$ cat src/include/adcr_pkg.sv
// Package with register codes, field layout, reset values and types of the converter result registers.
package adcr_pkg;

  // Geometry of the block.
  localparam int unsigned PORTS   = 4;
  localparam int unsigned KINDS   = 3;
  localparam int unsigned RES_W   = 15;
  localparam int unsigned BYTE_W  = 8;
  localparam int unsigned WORD_W  = RES_W + 1;
  localparam int unsigned PSEL_W  = 2;
  localparam int unsigned SEL_W   = 4;
  localparam int unsigned KIND_W  = 2;

  //////////////////////////////////////////////////////////////////////////////////////////////////
  // Register select codes, one set per port.
  localparam logic [SEL_W-1:0] SEL_VOLTAGE_RESULT_LOW      = 4'h8;
  localparam logic [SEL_W-1:0] SEL_VOLTAGE_RESULT_HIGH     = 4'h9;
  localparam logic [SEL_W-1:0] SEL_CURRENT_RESULT_LOW      = 4'hA;
  localparam logic [SEL_W-1:0] SEL_CURRENT_RESULT_HIGH     = 4'hB;
  localparam logic [SEL_W-1:0] SEL_TEMPERATURE_RESULT_LOW  = 4'hC;
  localparam logic [SEL_W-1:0] SEL_TEMPERATURE_RESULT_HIGH = 4'hD;

  //////////////////////////////////////////////////////////////////////////////////////////////////
  // Field layout of the low and high result registers.
  localparam int unsigned LOW_MSB   = 7;
  localparam int unsigned HIGH_LSB  = 8;
  localparam int unsigned HIGH_MSB  = 14;
  localparam int unsigned FLAG_BIT  = 15;
  localparam logic [BYTE_W-1:0] READ_UNMAPPED = 8'h00;

  //////////////////////////////////////////////////////////////////////////////////////////////////
  // Quantity codes carried with a conversion start, also the channel index.
  localparam logic [KIND_W-1:0] KIND_VOLTAGE     = 2'h0;
  localparam logic [KIND_W-1:0] KIND_CURRENT     = 2'h1;
  localparam logic [KIND_W-1:0] KIND_TEMPERATURE = 2'h2;

  typedef enum logic {
    ADCR_IDLE,
    ADCR_BUSY
  } adcr_state_e;

  typedef struct packed {
    logic             done;
    logic [RES_W-1:0] result;
  } adcr_chan_s;

  typedef struct packed {
    adcr_state_e       state;
    logic [KIND_W-1:0] kind;
  } adcr_port_s;

  typedef struct packed {
    adcr_port_s [PORTS-1:0] port;
  } adcr_top_s;

  typedef struct packed {
    logic [BYTE_W-1:0] rd_data;
    logic              rd_valid;
    logic              wr_done;
  } adcr_regs_s;

  localparam adcr_chan_s CHAN_RESET = '{done: 1'h0, result: 15'h0000};
  localparam adcr_port_s PORT_RESET = '{state: ADCR_IDLE, kind: 2'h0};
  localparam adcr_regs_s REGS_RESET = '{rd_data: 8'h00, rd_valid: 1'h0, wr_done: 1'h0};

endpackage : adcr_pkg

$ cat src/include/adcr_res_if.sv
// Interface that joins the sequencer to one result channel.
`timescale 1ns/1ns
`default_nettype none

interface adcr_res_if;
  logic                       start;
  logic                       finish;
  logic [adcr_pkg::RES_W-1:0] data;
  logic [adcr_pkg::RES_W-1:0] result;
  logic                       done;

  modport ctrl (output start, output finish, output data, input result, input done);
  modport chan (input start, input finish, input data, output result, output done);
endinterface : adcr_res_if

`default_nettype wire

$ cat src/design/adcr_chan.sv
// One result channel: the 15-bit result and its completion flag.
`timescale 1ns/1ns
`default_nettype none

module adcr_chan (
  input wire logic clk,
  input wire logic reset,
  adcr_res_if.chan link
);
  import adcr_pkg::*;

  adcr_chan_s s_q;
  adcr_chan_s s_d;

  always_comb begin
    s_d = s_q;
    if (link.finish) begin
      s_d.result = link.data;
      s_d.done   = 1'h1;
    end
    // A new start in the same cycle leaves the flag low, as the new conversion is running.
    if (link.start) begin
      s_d.done = 1'h0;
    end
  end

  always_ff @(posedge clk or posedge reset) begin
    if (reset) begin
      s_q <= CHAN_RESET;
    end else begin
      s_q <= s_d;
    end
  end

  assign link.result = s_q.result;
  assign link.done   = s_q.done;

endmodule : adcr_chan

`default_nettype wire

$ cat src/design/adcr_regport.sv
// Host register port: read decode of the result registers, writes acknowledged and dropped.
`timescale 1ns/1ns
`default_nettype none

module adcr_regport (
  input  wire logic                                                            clk,
  input  wire logic                                                            reset,
  input  wire logic                                                            rd,
  input  wire logic                                                            wr,
  input  wire logic [adcr_pkg::PSEL_W-1:0]                                     port_sel,
  input  wire logic [adcr_pkg::SEL_W-1:0]                                      reg_sel,
  input  wire logic [adcr_pkg::PORTS-1:0][adcr_pkg::KINDS-1:0][adcr_pkg::WORD_W-1:0] words,
  output logic      [adcr_pkg::BYTE_W-1:0]                                     rd_data,
  output logic                                                                 rd_valid,
  output logic                                                                 wr_done
);
  import adcr_pkg::*;

  adcr_regs_s s_q;
  adcr_regs_s s_d;
  logic [KINDS-1:0][WORD_W-1:0] sel_words;

  assign sel_words = words[port_sel];

  always_comb begin
    s_d          = s_q;
    s_d.rd_valid = rd;
    // Writes change nothing; they are only acknowledged.
    s_d.wr_done  = wr;
    if (rd) begin
      if (reg_sel == SEL_VOLTAGE_RESULT_LOW) begin
        s_d.rd_data = sel_words[KIND_VOLTAGE][LOW_MSB:0];
      end else if (reg_sel == SEL_VOLTAGE_RESULT_HIGH) begin
        s_d.rd_data = {sel_words[KIND_VOLTAGE][FLAG_BIT], sel_words[KIND_VOLTAGE][HIGH_MSB:HIGH_LSB]};
      end else if (reg_sel == SEL_CURRENT_RESULT_LOW) begin
        s_d.rd_data = sel_words[KIND_CURRENT][LOW_MSB:0];
      end else if (reg_sel == SEL_CURRENT_RESULT_HIGH) begin
        s_d.rd_data = {sel_words[KIND_CURRENT][FLAG_BIT], sel_words[KIND_CURRENT][HIGH_MSB:HIGH_LSB]};
      end else if (reg_sel == SEL_TEMPERATURE_RESULT_LOW) begin
        s_d.rd_data = sel_words[KIND_TEMPERATURE][LOW_MSB:0];
      end else if (reg_sel == SEL_TEMPERATURE_RESULT_HIGH) begin
        s_d.rd_data = {sel_words[KIND_TEMPERATURE][FLAG_BIT],
                       sel_words[KIND_TEMPERATURE][HIGH_MSB:HIGH_LSB]};
      end else begin
        s_d.rd_data = READ_UNMAPPED;
      end
    end
  end

  always_ff @(posedge clk or posedge reset) begin
    if (reset) begin
      s_q <= REGS_RESET;
    end else begin
      s_q <= s_d;
    end
  end

  assign rd_data  = s_q.rd_data;
  assign rd_valid = s_q.rd_valid;
  assign wr_done  = s_q.wr_done;

endmodule : adcr_regport

`default_nettype wire

$ cat src/design/adcr_top.sv
// Converter result registers for four ports: conversion sequencing, result channels and host port.
//
// Overview of operation
// - Select code 1000 of each port reads voltage result bits 7 to 0 with bit 0 in D0.
// - Select code 1001 reads voltage result bits 14 to 8 in D6 to D0, with the completion flag in D7.
// - The voltage completion flag falls when a voltage conversion starts and rises when it finishes.
// - Select code 1010 reads current result bits 7 to 0.
// - Select code 1011 reads current result bits 14 to 8 in D6 to D0, with the completion flag in D7.
// - The current completion flag falls when a current conversion starts and rises when it finishes.
// - Select code 1100 reads temperature result bits 7 to 0.
// - Select code 1101 reads temperature result bits 14 to 8 in D6 to D0, with the completion flag in D7.
// - The temperature completion flag falls when a temperature conversion starts and rises when it finishes.
`timescale 1ns/1ns
`default_nettype none

module adcr_top (
  input  wire logic                                              clk,
  input  wire logic                                              reset,
  input  wire logic [adcr_pkg::PORTS-1:0]                        adc_start,
  input  wire logic [adcr_pkg::PORTS-1:0][adcr_pkg::KIND_W-1:0]  adc_kind,
  input  wire logic [adcr_pkg::PORTS-1:0]                        adc_abort,
  input  wire logic [adcr_pkg::PORTS-1:0]                        adc_finish,
  input  wire logic [adcr_pkg::PORTS-1:0][adcr_pkg::RES_W-1:0]   adc_result,
  output logic      [adcr_pkg::PORTS-1:0]                        adc_active,
  input  wire logic                                              host_rd,
  input  wire logic                                              host_wr,
  input  wire logic [adcr_pkg::PSEL_W-1:0]                       host_port_sel,
  input  wire logic [adcr_pkg::SEL_W-1:0]                        host_reg_sel,
  input  wire logic [adcr_pkg::BYTE_W-1:0]                       host_wr_data,
  output logic      [adcr_pkg::BYTE_W-1:0]                       host_rd_data,
  output logic                                                   host_rd_valid,
  output logic                                                   host_wr_done
);
  import adcr_pkg::*;

  adcr_top_s s_q;
  adcr_top_s s_d;

  logic [PORTS-1:0]                   start_ok;
  logic [PORTS-1:0]                   finish_ok;
  logic [PORTS-1:0][KINDS-1:0]        chan_start;
  logic [PORTS-1:0][KINDS-1:0]        chan_finish;
  logic [PORTS-1:0][KINDS-1:0][WORD_W-1:0] words;
  logic [BYTE_W-1:0]                  wr_data_unused;

  // Write data has no destination: the result registers are read-only.
  assign wr_data_unused = host_wr_data;

  //////////////////////////////////////////////////////////////////////////////////////////////////
  // Per-port sequencing: a start names the quantity, the finish lands on the quantity that started.

  always_comb begin
    s_d = s_q;
    for (int p = 0; p < PORTS; p++) begin
      start_ok[p]  = adc_start[p] && (adc_kind[p] == KIND_VOLTAGE || adc_kind[p] == KIND_CURRENT ||
                                      adc_kind[p] == KIND_TEMPERATURE);
      finish_ok[p] = (s_q.port[p].state == ADCR_BUSY) && adc_finish[p] && !adc_abort[p];
      case (s_q.port[p].state)
        ADCR_IDLE: begin
          if (start_ok[p]) begin
            s_d.port[p].state = ADCR_BUSY;
            s_d.port[p].kind  = adc_kind[p];
          end
        end
        ADCR_BUSY: begin
          if (start_ok[p]) begin
            s_d.port[p].kind = adc_kind[p];
          end else if (adc_finish[p] || adc_abort[p]) begin
            s_d.port[p].state = ADCR_IDLE;
          end
        end
        default: begin
          s_d.port[p] = PORT_RESET;
        end
      endcase
    end
  end

  always_ff @(posedge clk or posedge reset) begin
    if (reset) begin
      for (int p = 0; p < PORTS; p++) begin
        s_q.port[p] <= PORT_RESET;
      end
    end else begin
      s_q <= s_d;
    end
  end

  //////////////////////////////////////////////////////////////////////////////////////////////////
  // Result channels, three per port.

  genvar gp;
  genvar gk;
  generate
    for (gp = 0; gp < PORTS; gp++) begin : g_port
      assign adc_active[gp] = (s_q.port[gp].state == ADCR_BUSY);
      for (gk = 0; gk < KINDS; gk++) begin : g_kind
        adcr_res_if link ();

        assign chan_start[gp][gk]  = start_ok[gp] && (adc_kind[gp] == KIND_W'(gk));
        assign chan_finish[gp][gk] = finish_ok[gp] && (s_q.port[gp].kind == KIND_W'(gk));
        assign link.start          = chan_start[gp][gk];
        assign link.finish         = chan_finish[gp][gk];
        assign link.data           = adc_result[gp];
        assign words[gp][gk]       = {link.done, link.result};

        adcr_chan u_chan (
          .clk   (clk),
          .reset (reset),
          .link  (link)
        );
      end
    end
  endgenerate

  //////////////////////////////////////////////////////////////////////////////////////////////////
  // Host access to the result registers.

  adcr_regport u_regport (
    .clk      (clk),
    .reset    (reset),
    .rd       (host_rd),
    .wr       (host_wr),
    .port_sel (host_port_sel),
    .reg_sel  (host_reg_sel),
    .words    (words),
    .rd_data  (host_rd_data),
    .rd_valid (host_rd_valid),
    .wr_done  (host_wr_done)
  );

endmodule : adcr_top

`default_nettype wire

$ cat config.mk
export PLATFORM = sky130hd
export DESIGN_NAME = adcr_top
export DESIGN_NICKNAME = d
export VERILOG_FILES = /design/src/include/adcr_pkg.sv /design/src/include/adcr_res_if.sv /design/src/design/adcr_chan.sv /design/src/design/adcr_regport.sv /design/src/design/adcr_top.sv
export SDC_FILE = /design/constraint.sdc
export NUM_CORES = 1
export LEC_CHECK = 0
export ABC_AREA = 1
export BUFFER_PORTS_ARGS = -buffer_cell sky130_fd_sc_hd__buf_2
export CORE_MARGIN = 8
export CORE_UTILIZATION = 45
export DETAILED_ROUTE_END_ITERATION = 10
export GPL_ROUTABILITY_DRIVEN = 1
export PLACE_DENSITY = 0.66
export SLEW_MARGIN = 20
export SYNTH_ARGS = -nofsm -noshare
export SYNTH_HDL_FRONTEND = slang
export SYNTH_SLANG_ARGS = --single-unit
$ cat constraint.sdc
create_clock -name clk -period 5.8 [get_ports clk]
set_input_delay 0.29 -clock clk [delete_from_list [all_inputs] [get_ports clk]]
set_output_delay 0.29 -clock clk [all_outputs]
set_load 0.01 [all_outputs]
Word level (Yosys, flattened, before mapping)
Index checks and enable logic that the tools add are counted.
- $add $sub $neg: 0
- div/mod/pow operators: 0
- multipliers: 0
- mux-type cells: 52
- shift operators: 0
- bitwise gates (word level): 4
- eq/ne operators: 30
- reductions and logical operators: 76
- magnitude comparators: 1
- operators by type and width (cell ; count):
    2-to-1 mux 16 bit ; 12
    binary-select mux 48 bit (select 2 bit) ; 1
    2-to-1 mux 48 bit ; 1
    2-to-1 mux 8 bit ; 6
    logical AND 1 bit ; 36
    == test 4 bit, second input constant ; 6
    case mux 3 bit (2 select lines) ; 4
    nonzero test 2 bit ; 12
    2-to-1 mux 1 bit ; 20
    == test 2 x 1 -> 1 bit, second input constant ; 8
    == test 2 bit, second input constant ; 8
    logical NOT 2 bit ; 8
    logical OR 1 bit ; 12
    2-to-1 mux 3 bit ; 4
    2-to-1 mux 2 bit ; 4
    inequality test 2 x 1 -> 1 bit, second input constant ; 4
    inequality test 2 bit, second input constant ; 4
    AND reduction 2 bit ; 4
    logical NOT 1 bit ; 4
    NOT 1 bit ; 4
    less-than comparator 2 x 3 -> 1 bit, second input constant ; 1
- memory bits (read-only): 0
- input port bits: 98
- memories kept: 0
- memory bits (writable): 0
- output and inout port bits: 14
- flip-flop bits (word level): 214
- latch bits: 0
- word-level logic and storage cells: 198

Depth between registers and ports, before layout
Gate-level depths: netlist (run 1).
- word-level depth: 8
- mapped depth: 12
- depth with buffers taken out: 10

Modules after synthesis
A second synthesis (run 1) with hierarchy kept.
- cells, all modules: 1438
- area total of the unflattened synthesis: 10876.7 um^2
- by module, submodules not included (module ; sequential area each (um^2) ; instances ; cells an instance ; area an instance (um^2)):
    adcr_chan ; 400.4 ; 12 ; 68 ; 644.4
    adcr_regport ; 250.2 ; 1 ; 501 ; 2399.8
    adcr_top ; 300.3 ; 1 ; 121 ; 744.5

Worst setup path after synthesis (run 1)
No wires, ideal clock.
- path type: input to register
- start point: input port host_port_sel[0] (netlist bit)
- end point: register u_regport.s_q, in the netlist u_regport.rd_data[0]
- required time: 5.683 ns
- stages: 12
- library setup time: 0.117 ns
- path buffers: 3
- arrival: 1.173 ns
- slack: 4.510 ns
- cells stage by stage: buf_4 -> inv_2 -> buf_6 -> buf_6 -> nand2_1 -> nand3_1 -> nand3_1 -> nand2_1 -> nor2_1 -> nand4_1 -> nand2_1 -> nand2_1
- cells in the longest elaborated chain, start to end: 8
- RTL lines (item ; line ; text):
    from (decl) ; adcr_top.sv:27 ; input wire logic [adcr_pkg::PSEL_W-1:0] host_port_sel,
    binary-select mux 48 bit (select 2 bit) (*) ; adcr_regport.sv:23 ; assign sel_words = words[port_sel];
    2-to-1 mux 48 bit (not written as such) (*) ; adcr_regport.sv:23 ;
    2-to-1 mux 8 bit ; adcr_regport.sv:41 ; end else if (reg_sel == SEL_TEMPERATURE_RESULT_HIGH) begin
    2-to-1 mux 8 bit ; adcr_regport.sv:39 ; end else if (reg_sel == SEL_TEMPERATURE_RESULT_LOW) begin
    2-to-1 mux 8 bit ; adcr_regport.sv:37 ; end else if (reg_sel == SEL_CURRENT_RESULT_HIGH) begin
    2-to-1 mux 8 bit ; adcr_regport.sv:35 ; end else if (reg_sel == SEL_CURRENT_RESULT_LOW) begin
    2-to-1 mux 8 bit ; adcr_regport.sv:33 ; end else if (reg_sel == SEL_VOLTAGE_RESULT_HIGH) begin
    2-to-1 mux 8 bit (*) ; adcr_regport.sv:31 ; if (reg_sel == SEL_VOLTAGE_RESULT_LOW) begin
    to (signal assigned) ; adcr_regport.sv:52 ; s_q <= REGS_RESET;
    to (signal assigned) ; adcr_regport.sv:54 ; s_q <= s_d;
    to (decl) ; adcr_regport.sv:19 ; adcr_regs_s s_q;
Mark *: on every way between the ends. The rest lies on a longest branch, timed or not. The select of a mux whose other input is x is not followed.
A chain may end at the register's enable or synchronous reset.

Worst setup path in the final report (run 1)
Same ends and word-level chain as after synthesis.

==> metrics.md, run 1 <==
| Metric | Value |
|---|---|
| Outcome | complete, no violations |
| Clock buffer depth | 3 |
| Iteration count of the initial detailed-routing pass | 5 |
| Routability cong. | 0.912 |
| Worst relative slew slack | 24.1% |
| Initial antenna violation count | 0 |
| Final wirelength | 28.4 mm |
| PostCTS Resize Cnt | 0 |
| Terminus of the critical flop-to-flop path | g_port[2].g_kind[0].u_chan.link.result[5] |
| Fin cells | 1617 |
| Layout cells sized above 1 | 12.2% |
| Most common cell in the netlist | nand2_1 |
| Nets@finish | 1424 |
| CP most frequent cell | nand2_1 |
| Max Transition Viols Final | 0 |
| Post-CTS Setup Inserts | 0 |
| Post-synth cell types | 21 |
| Clock Latency Late Sink | 0.51 ns |
| Hold crit path type | in2reg |
| Worst hold path depth | 2 |
| Rows | 54 |
| TritonCTS Buffers | 24 |
| Clock skew | 0.00955 ns |
| Mapped Cells | 1253 |
| Critical Path AT | 2.89 ns |
| List of most frequent post-synthesis cells | nand2_1, dfrtp_1, o21ai_0 |
| Ports | 112 |
| YS warnings | 0 |
| Worst Hold End | g_port[2].g_kind[2].u_chan.link.done |
| Placed Cells | 1572 |
| Slowest CP cell | inv_2 |
| Async set-reset flop share out of synthesis | 100% |
| Pin count of the biggest net entering global routing | 129 |
| Critical path cell sequence | buf_2, buf_4, inv_2, buf_4, nand2_1, nand3_1, nand2_1, nand2_1, nand2_1, nor2_1, nand4_1, nand2_1, nand2_1 |
| Final cycle utilization of the critical path | 43.0% |
| Req. time, crit path | 6.20 ns |
| Ant diodes | 0 |
| Hpwl dp | 19.2 mm |
| Hold path start | adc_kind[5] |
| Number of fill cells in the layout | 2138 |
| Layout area overhead | 14.9% |
| Crit path kind | in2reg |
| Number of setup violations in the final report | 0 |
| Die width | 164 um |
| Die Area | 26800 um^2 |
| Starting density of the core | 45.5% |
| Final min period | 2.49 ns |
| Area contributors post-synth | dfrtp_1, nand2_1, o21ai_0 |
| Initial drt markers | 636 |
| Via count | 8377 |
| Post-Synthesis Cell Area | 9840 um^2 |
| R2R Path Start | adc_active[2] |
| VDD IR max | 0.163 mV |
| First-pass GRT wire length | 44.5 mm |
| Sink Count | 214 |
| Syn Nets | 1351 |
| Yosys reg bits | 214 |
| Worst-path clk slew | 0.06 ns |
| WP buf/inv | 4 |
| Port bufs | 103 |
| Drt wl/cell | 17.6 um |
| Crit-path leading delay family | buffers and inverters |
| Startpoint Class | input port |
| Unrepaired setup endpoints after global routing | no |
| Worst r2r path cells | 4 |
| Worst slew pin tran | 1.14 ns |
| Clock Tree Root | clkbuf_16 |
| Die extent in y | 164 um |
| Leakage | 0.00584 uW |
| Synth top area share | 54.4% |
| TritonCTS clock tree | yes |
| Final ANT Viol Nets | 0 |
| Number of global-route vias before repair | 8023 |
| GRT Resource Usage Total | 21.2% |
| Register area share after synthesis | 54.4% |
| Fin Setup TNS | 0 ns |
| F_max | 0.401 GHz |
| Design area | 11300 um^2 |
| Placed instance area | 10400 um^2 |
| CP max FO | 52 |
| Max_cap viols | 0 |
| Drc violations | 0 |
| Synthesized area per cell | 7.85 um^2 |
| Number of flops mapped to enable cells by yosys | 0 |
| Core area | 21600 um^2 |
| CP Capture Type | flip-flop |
| Final Hold Violating Endpoints | 0 |
| H-tree depth | 1 |
| Total power | 4440 uW |
| Area leader, netlist | dfrtp_1 |
| Top_reg_cell synth | dfrtp_1 |
| Worst-case register-to-register setup slack | 4.04 ns |
| GRT Residual Overflow | 0 |
| Vias per cell | 5.18 |
| Pwr dens | 393 nW/um^2 |
| Worst path max stage delay | 0.76 ns |
## stage by stage
step	setup WS, ns	util (%)	hold WS [ns]
after floorplan	2.73	-	0.321
after global placement	2.88	48.3	0.246
after detailed placement	2.88	48.3	0.251
after CTS	3.41	52.1	0.00302
after global routing	3.15	52.3	0.0202
final	3.31	52.3	0.0166
## cells by family after synthesis
logic type             synth area share [%]
AND/OR/NAND/NOR                        24.4
buffers and inverters                  8.69
AO/OA/AOI/OAI                          12.5
flip-flops                             54.4
## repair_timing
action / in CTS / in global routing
hold endpoints to repair: 15 / 0
endpoints found under the setup margin: 0 / 0
hold buffers: 8 / 0
## area by class of cell
cell class	instances	area [um^2]	share of cell area, %
Timing Repair Buffer	119	672	5.94
Inverter	138	522	4.62
Sequential cell	214	5360	47.4
Clock inverter	3	20.0	0.177
Multi-Input combinational cell	829	3680	32.5
Clock buffer	34	709	6.28
Tap cell	280	350	3.10
## report_power, final
group / internal [uW] / switching, uW / total (uW)
Sequential: 1930 / 250 / 2190
Combinational: 321 / 500 / 821
Clock: 839 / 593 / 1430
## layout by cell type (no fill, tap or decap)
master,count
dfrtp_1,214
nand3_1,99
o21ai_0,206
clkbuf_16,25
nor3_2,4
buf_4,6
o21ai_1,2
buf_2,103
dlygate4sd3_1,8
inv_2,4
buf_12,1
clkbuf_8,5
clkbuf_1,4
clkinv_2,1
buf_6,1
a22oi_1,6
a21o_1,1
a21boi_0,2
nand2_1,413
nor2_1,56
clkinvlp_4,3
a21oi_1,18
a211o_1,3
inv_1,133
nor3_1,1
nand4_1,8
nand3_2,10
## metal layers
layer / routed length (um) / global-route usage, % / share of wire, %
met4: 918 / 7.48 / 3.2
met3: 1570 / 3.11 / 5.5
met5: 0 / 0 / 0
met1: 13200 / 30.0 / 47
met2: 12700 / 32.6 / 45
## flip-flops by register name, summed over array words and instances, names as in the netlist
register and count:
adc_active 4, u_regport.rd_data 8, u_regport.rd_valid 1, g_port.g_kind.u_chan.link.result 180, s_q 8, g_port.g_kind.u_chan.link.done 12, u_regport.wr_done 1
## how the worst max path moves through the flow
stage                                start              endpoint  slack [ns]  cells after the start
final                     host_port_sel[0]  u_regport.rd_data[0]        3.31                     13
after global routing      host_port_sel[0]  u_regport.rd_data[6]        3.15                     13
after CTS                 host_port_sel[0]  u_regport.rd_data[6]        3.41                     13
after detailed placement  host_port_sel[0]  u_regport.rd_data[6]        2.88                     13
after global placement    host_port_sel[0]  u_regport.rd_data[6]        2.88                     13
after floorplan                      reset         adc_active[0]        2.73                      1
(Power assumes the default switching activity.)
==> run 2, diff against run 1 <==
==> constraint.sdc (replaced) <==
create_clock -name clk -period 2.12 [get_ports clk]
set_input_delay 0.106 -clock clk [delete_from_list [all_inputs] [get_ports clk]]
set_output_delay 0.106 -clock clk [all_outputs]
set_load 0.01 [all_outputs]
==> run 2 against run 1 <==
  * Power rose to 2.8 times the previous value
  * Cell area is 9.0% higher
  * Sequential power grew to 2.7 times the previous value
  * Sequential share of layout area decreased by 3.9 points
  * Cell count up 6.3%
==> metrics.md, run 2 (same netlist as run 1, synthesis figures left out) <==
| Metric | Value |
|---|---|
| Outcome | complete, no violations (unchanged) |
| Die width | 164 um (unchanged) |
| Critical path cell sequence | nand2_1, nor2_1, nand3_1, buf_4, a22oi_1, dlygate4sd3_1 (was buf_2, buf_4, inv_2, buf_4, nand2_1, nand3_1, nand2_1, nand2_1, nand2_1, nor2_1, nand4_1, nand2_1, nand2_1) |
| Final min period | 1.68 ns |
| Placed instance area | 10700 um^2 (was 10400 um^2) |
| TritonCTS clock tree | yes (unchanged) |
| Startpoint Class | flip-flop (was input port) |
| F_max | 0.594 GHz |
| Hold crit path type | in2async (was in2reg) |
| First-pass GRT wire length | 47.3 mm (was 44.5 mm) |
| Pwr dens | 1020 nW/um^2 (was 393 nW/um^2) |
| Clock Latency Late Sink | 0.52 ns (was 0.51 ns) |
| Most common cell after layout, fill and taps aside | nand2_1 (unchanged) |
| Post-CTS Setup Inserts | 0 (unchanged) |
| Design area | 12300 um^2 (was 11300 um^2) |
| Initial drt markers | 755 (was 636) |
| Req. time, crit path | 2.57 ns (was 6.20 ns) |
| Worst r2r path cells | 6 (was 4) |
| Final cycle utilization of the critical path | 79.4% |
| Sink Count | 214 (unchanged) |
| Max Transition Viols Final | 0 (unchanged) |
| Leakage | 0.00633 uW (was 0.00584 uW) |
| Routability cong. | 0.888 (was 0.912) |
| Final ANT Viol Nets | 0 (unchanged) |
| Via count | 8864 (was 8377) |
| Fin util | 57.0% (was 52.3%) |
| Clock buffer depth | 3 (unchanged) |
| Layout cells sized above 1 | 12.5% (was 12.2%) |
| Die extent in y | 164 um (unchanged) |
| Vias per cell | 5.16 (was 5.18) |
| Nets@finish | 1519 (was 1424) |
| Sequential fraction of design power | 47.6% (was 49.2%) |
| Critical Path AT | 2.13 ns (was 2.89 ns) |
| Ant diodes | 0 (unchanged) |
| Number of global-route vias before repair | 8545 (was 8023) |
| Pin count of the biggest net entering global routing | 77 (was 129) |
| GRT Resource Usage Total | 22.5% (was 21.2%) |
| Final Hold Violating Endpoints | 0 (unchanged) |
| Terminus of the critical flop-to-flop path | g_port[1].g_kind[1].u_chan.link.done (was g_port[2].g_kind[0].u_chan.link.result[5]) |
| Placed Cells | 1591 (was 1572) |
| Unrepaired setup endpoints after global routing | no (unchanged) |
| Switching power | 3790 uW (was 1340 uW) |
| Worst-path clk slew | 0.06 ns (about the same) |
| Clock share of power | 32.9% (was 32.3%) |
| Comb pwr share | 19.4% (was 18.5%) |
| Fin cells | 1719 (was 1617) |
| Crit-path leading delay family | buffers and inverters (unchanged) |
| Max_cap viols | 0 (unchanged) |
| Number of fill cells in the layout | 2011 (was 2138) |
| WP buf/inv | 2 (was 4) |
| PostCTS Resize Cnt | 0 (unchanged) |
| Die Area | 26800 um^2 (unchanged) |
| Number of setup violations in the final report | 0 (unchanged) |
| Rows | 54 (unchanged) |
| Worst-case register-to-register setup slack | 0.44 ns (was 4.04 ns) |
| Clock Tree Root | clkbuf_16 (unchanged) |
| Crit path kind | reg2reg (was in2reg) |
| Clock skew | 0.0151 ns (was 0.00955 ns) |
| Worst path max stage delay | 0.58 ns (was 0.76 ns) |
| Worst slew pin tran | 0.710 ns (was 1.14 ns) |
| CP max FO | 11 (was 52) |
| Worst relative slew slack | 52.4% (was 24.1%) |
| GRT Residual Overflow | 0 (unchanged) |
| Final wirelength | 29.8 mm (was 28.4 mm) |
| Drc violations | 0 (unchanged) |
| H-tree depth | 1 (unchanged) |
| Hpwl dp | 20.7 mm (was 19.2 mm) |
| Initial antenna violation count | 1 (was 0) |
| Switch share | 30.2% (was 30.3%) |
| TritonCTS Buffers | 24 (unchanged) |
| R2R Path Start | adc_active[1] (was adc_active[2]) |
| Worst Hold Margin | 0.157 ns (was 0.0166 ns) |
| Ports | 112 (unchanged) |
| Starting density of the core | 45.5% (unchanged) |
| Layout area overhead | 25.3% (was 14.9%) |
| CP Capture Type | flip-flop (unchanged) |
| Slowest CP cell | dlygate4sd3_1 (was inv_2) |
| Drt wl/cell | 17.3 um (was 17.6 um) |
| Port bufs | 103 (unchanged) |
| Max reg flops | 180 (unchanged) |
| Iteration count of the initial detailed-routing pass | 5 (unchanged) |
| Commonest cells after routing, fill and taps aside | nand2_1, dfrtp_1, o21ai_0, inv_1, nand3_1 (was nand2_1, dfrtp_1, o21ai_0, inv_1, buf_2) |
| VDD IR max | 0.767 mV (was 0.163 mV) |
| Internal Power | 8780 uW (was 3100 uW) |
| Core area | 21600 um^2 (unchanged) |
run 2: layout make-up:
class                   count  area, um^2  area share, %
flip-flops and latches    214        5360           43.5
multi-input cells         829        3630           29.4
repair buffers            214        1670           13.6
clock buffers              34         719           5.84
inverters                 138         522           4.23
well taps                 280         350           2.84
clock inverters            10        77.6          0.630
run 2: power groups by stage:
stage | Combinational (uW) | Clock (uW) | Sequential, uW
after detailed placement | 2330 | 0 | 6020
after global placement | 2250 | 0 | 5990
after floorplan | 1650 | 0 | 5830
after CTS | 2460 | 4210 | 5970
after global routing | 2840 | 4390 | 6130
final | 2440 | 4140 | 5990
run 2: repair_timing:
action,4_1_cts,5_1_grt
hold endpoints to repair,254,0
endpoints found under the setup margin,0,0
hold buffers,84,0
run 2: per-layer routing:
| layer | GRT usage (%) | share of wire (%) | vias up |
|---|---|---|---|
| met5 | 0 | 0.040 | - |
| met4 | 6.98 | 2.9 | 2 |
| met2 | 35.5 | 46 | 352 |
| met1 | 31.2 | 44 | 4142 |
| met3 | 3.66 | 7.4 | 62 |
| li1 | - | - | 4306 |
run 2: worst min-delay path, delay by kind of cell:
kind,cells,cell delay [ns]
buffers and inverters,3,0.96
run 2: worst max path at each step:
stage	startpoint	endpoint	slack, ns	depth (start not counted)
floorplan	reset	adc_active[0]	-0.77	1
global placement	host_port_sel[0]	u_regport.rd_data[6]	0.53	11
detailed placement	host_port_sel[0]	u_regport.rd_data[6]	0.53	11
CTS	adc_active[1]	g_port[1].g_kind[1].u_chan.link.done	0.47	6
global route	adc_active[1]	g_port[1].g_kind[1].u_chan.link.done	0.36	6
finish	adc_active[1]	g_port[1].g_kind[1].u_chan.link.done	0.44	6
run 2: metrics by stage:
stage	TNS, ns	total power (uW)	setup slack (ns)
3_5_place_dp	0	8350	0.530
2_1_floorplan	-164.81	7470	-0.770
5_1_grt	0	13400	0.364
4_1_cts	0	12600	0.473
3_3_place_gp	0	8250	0.535
6_report	0	12600	0.437
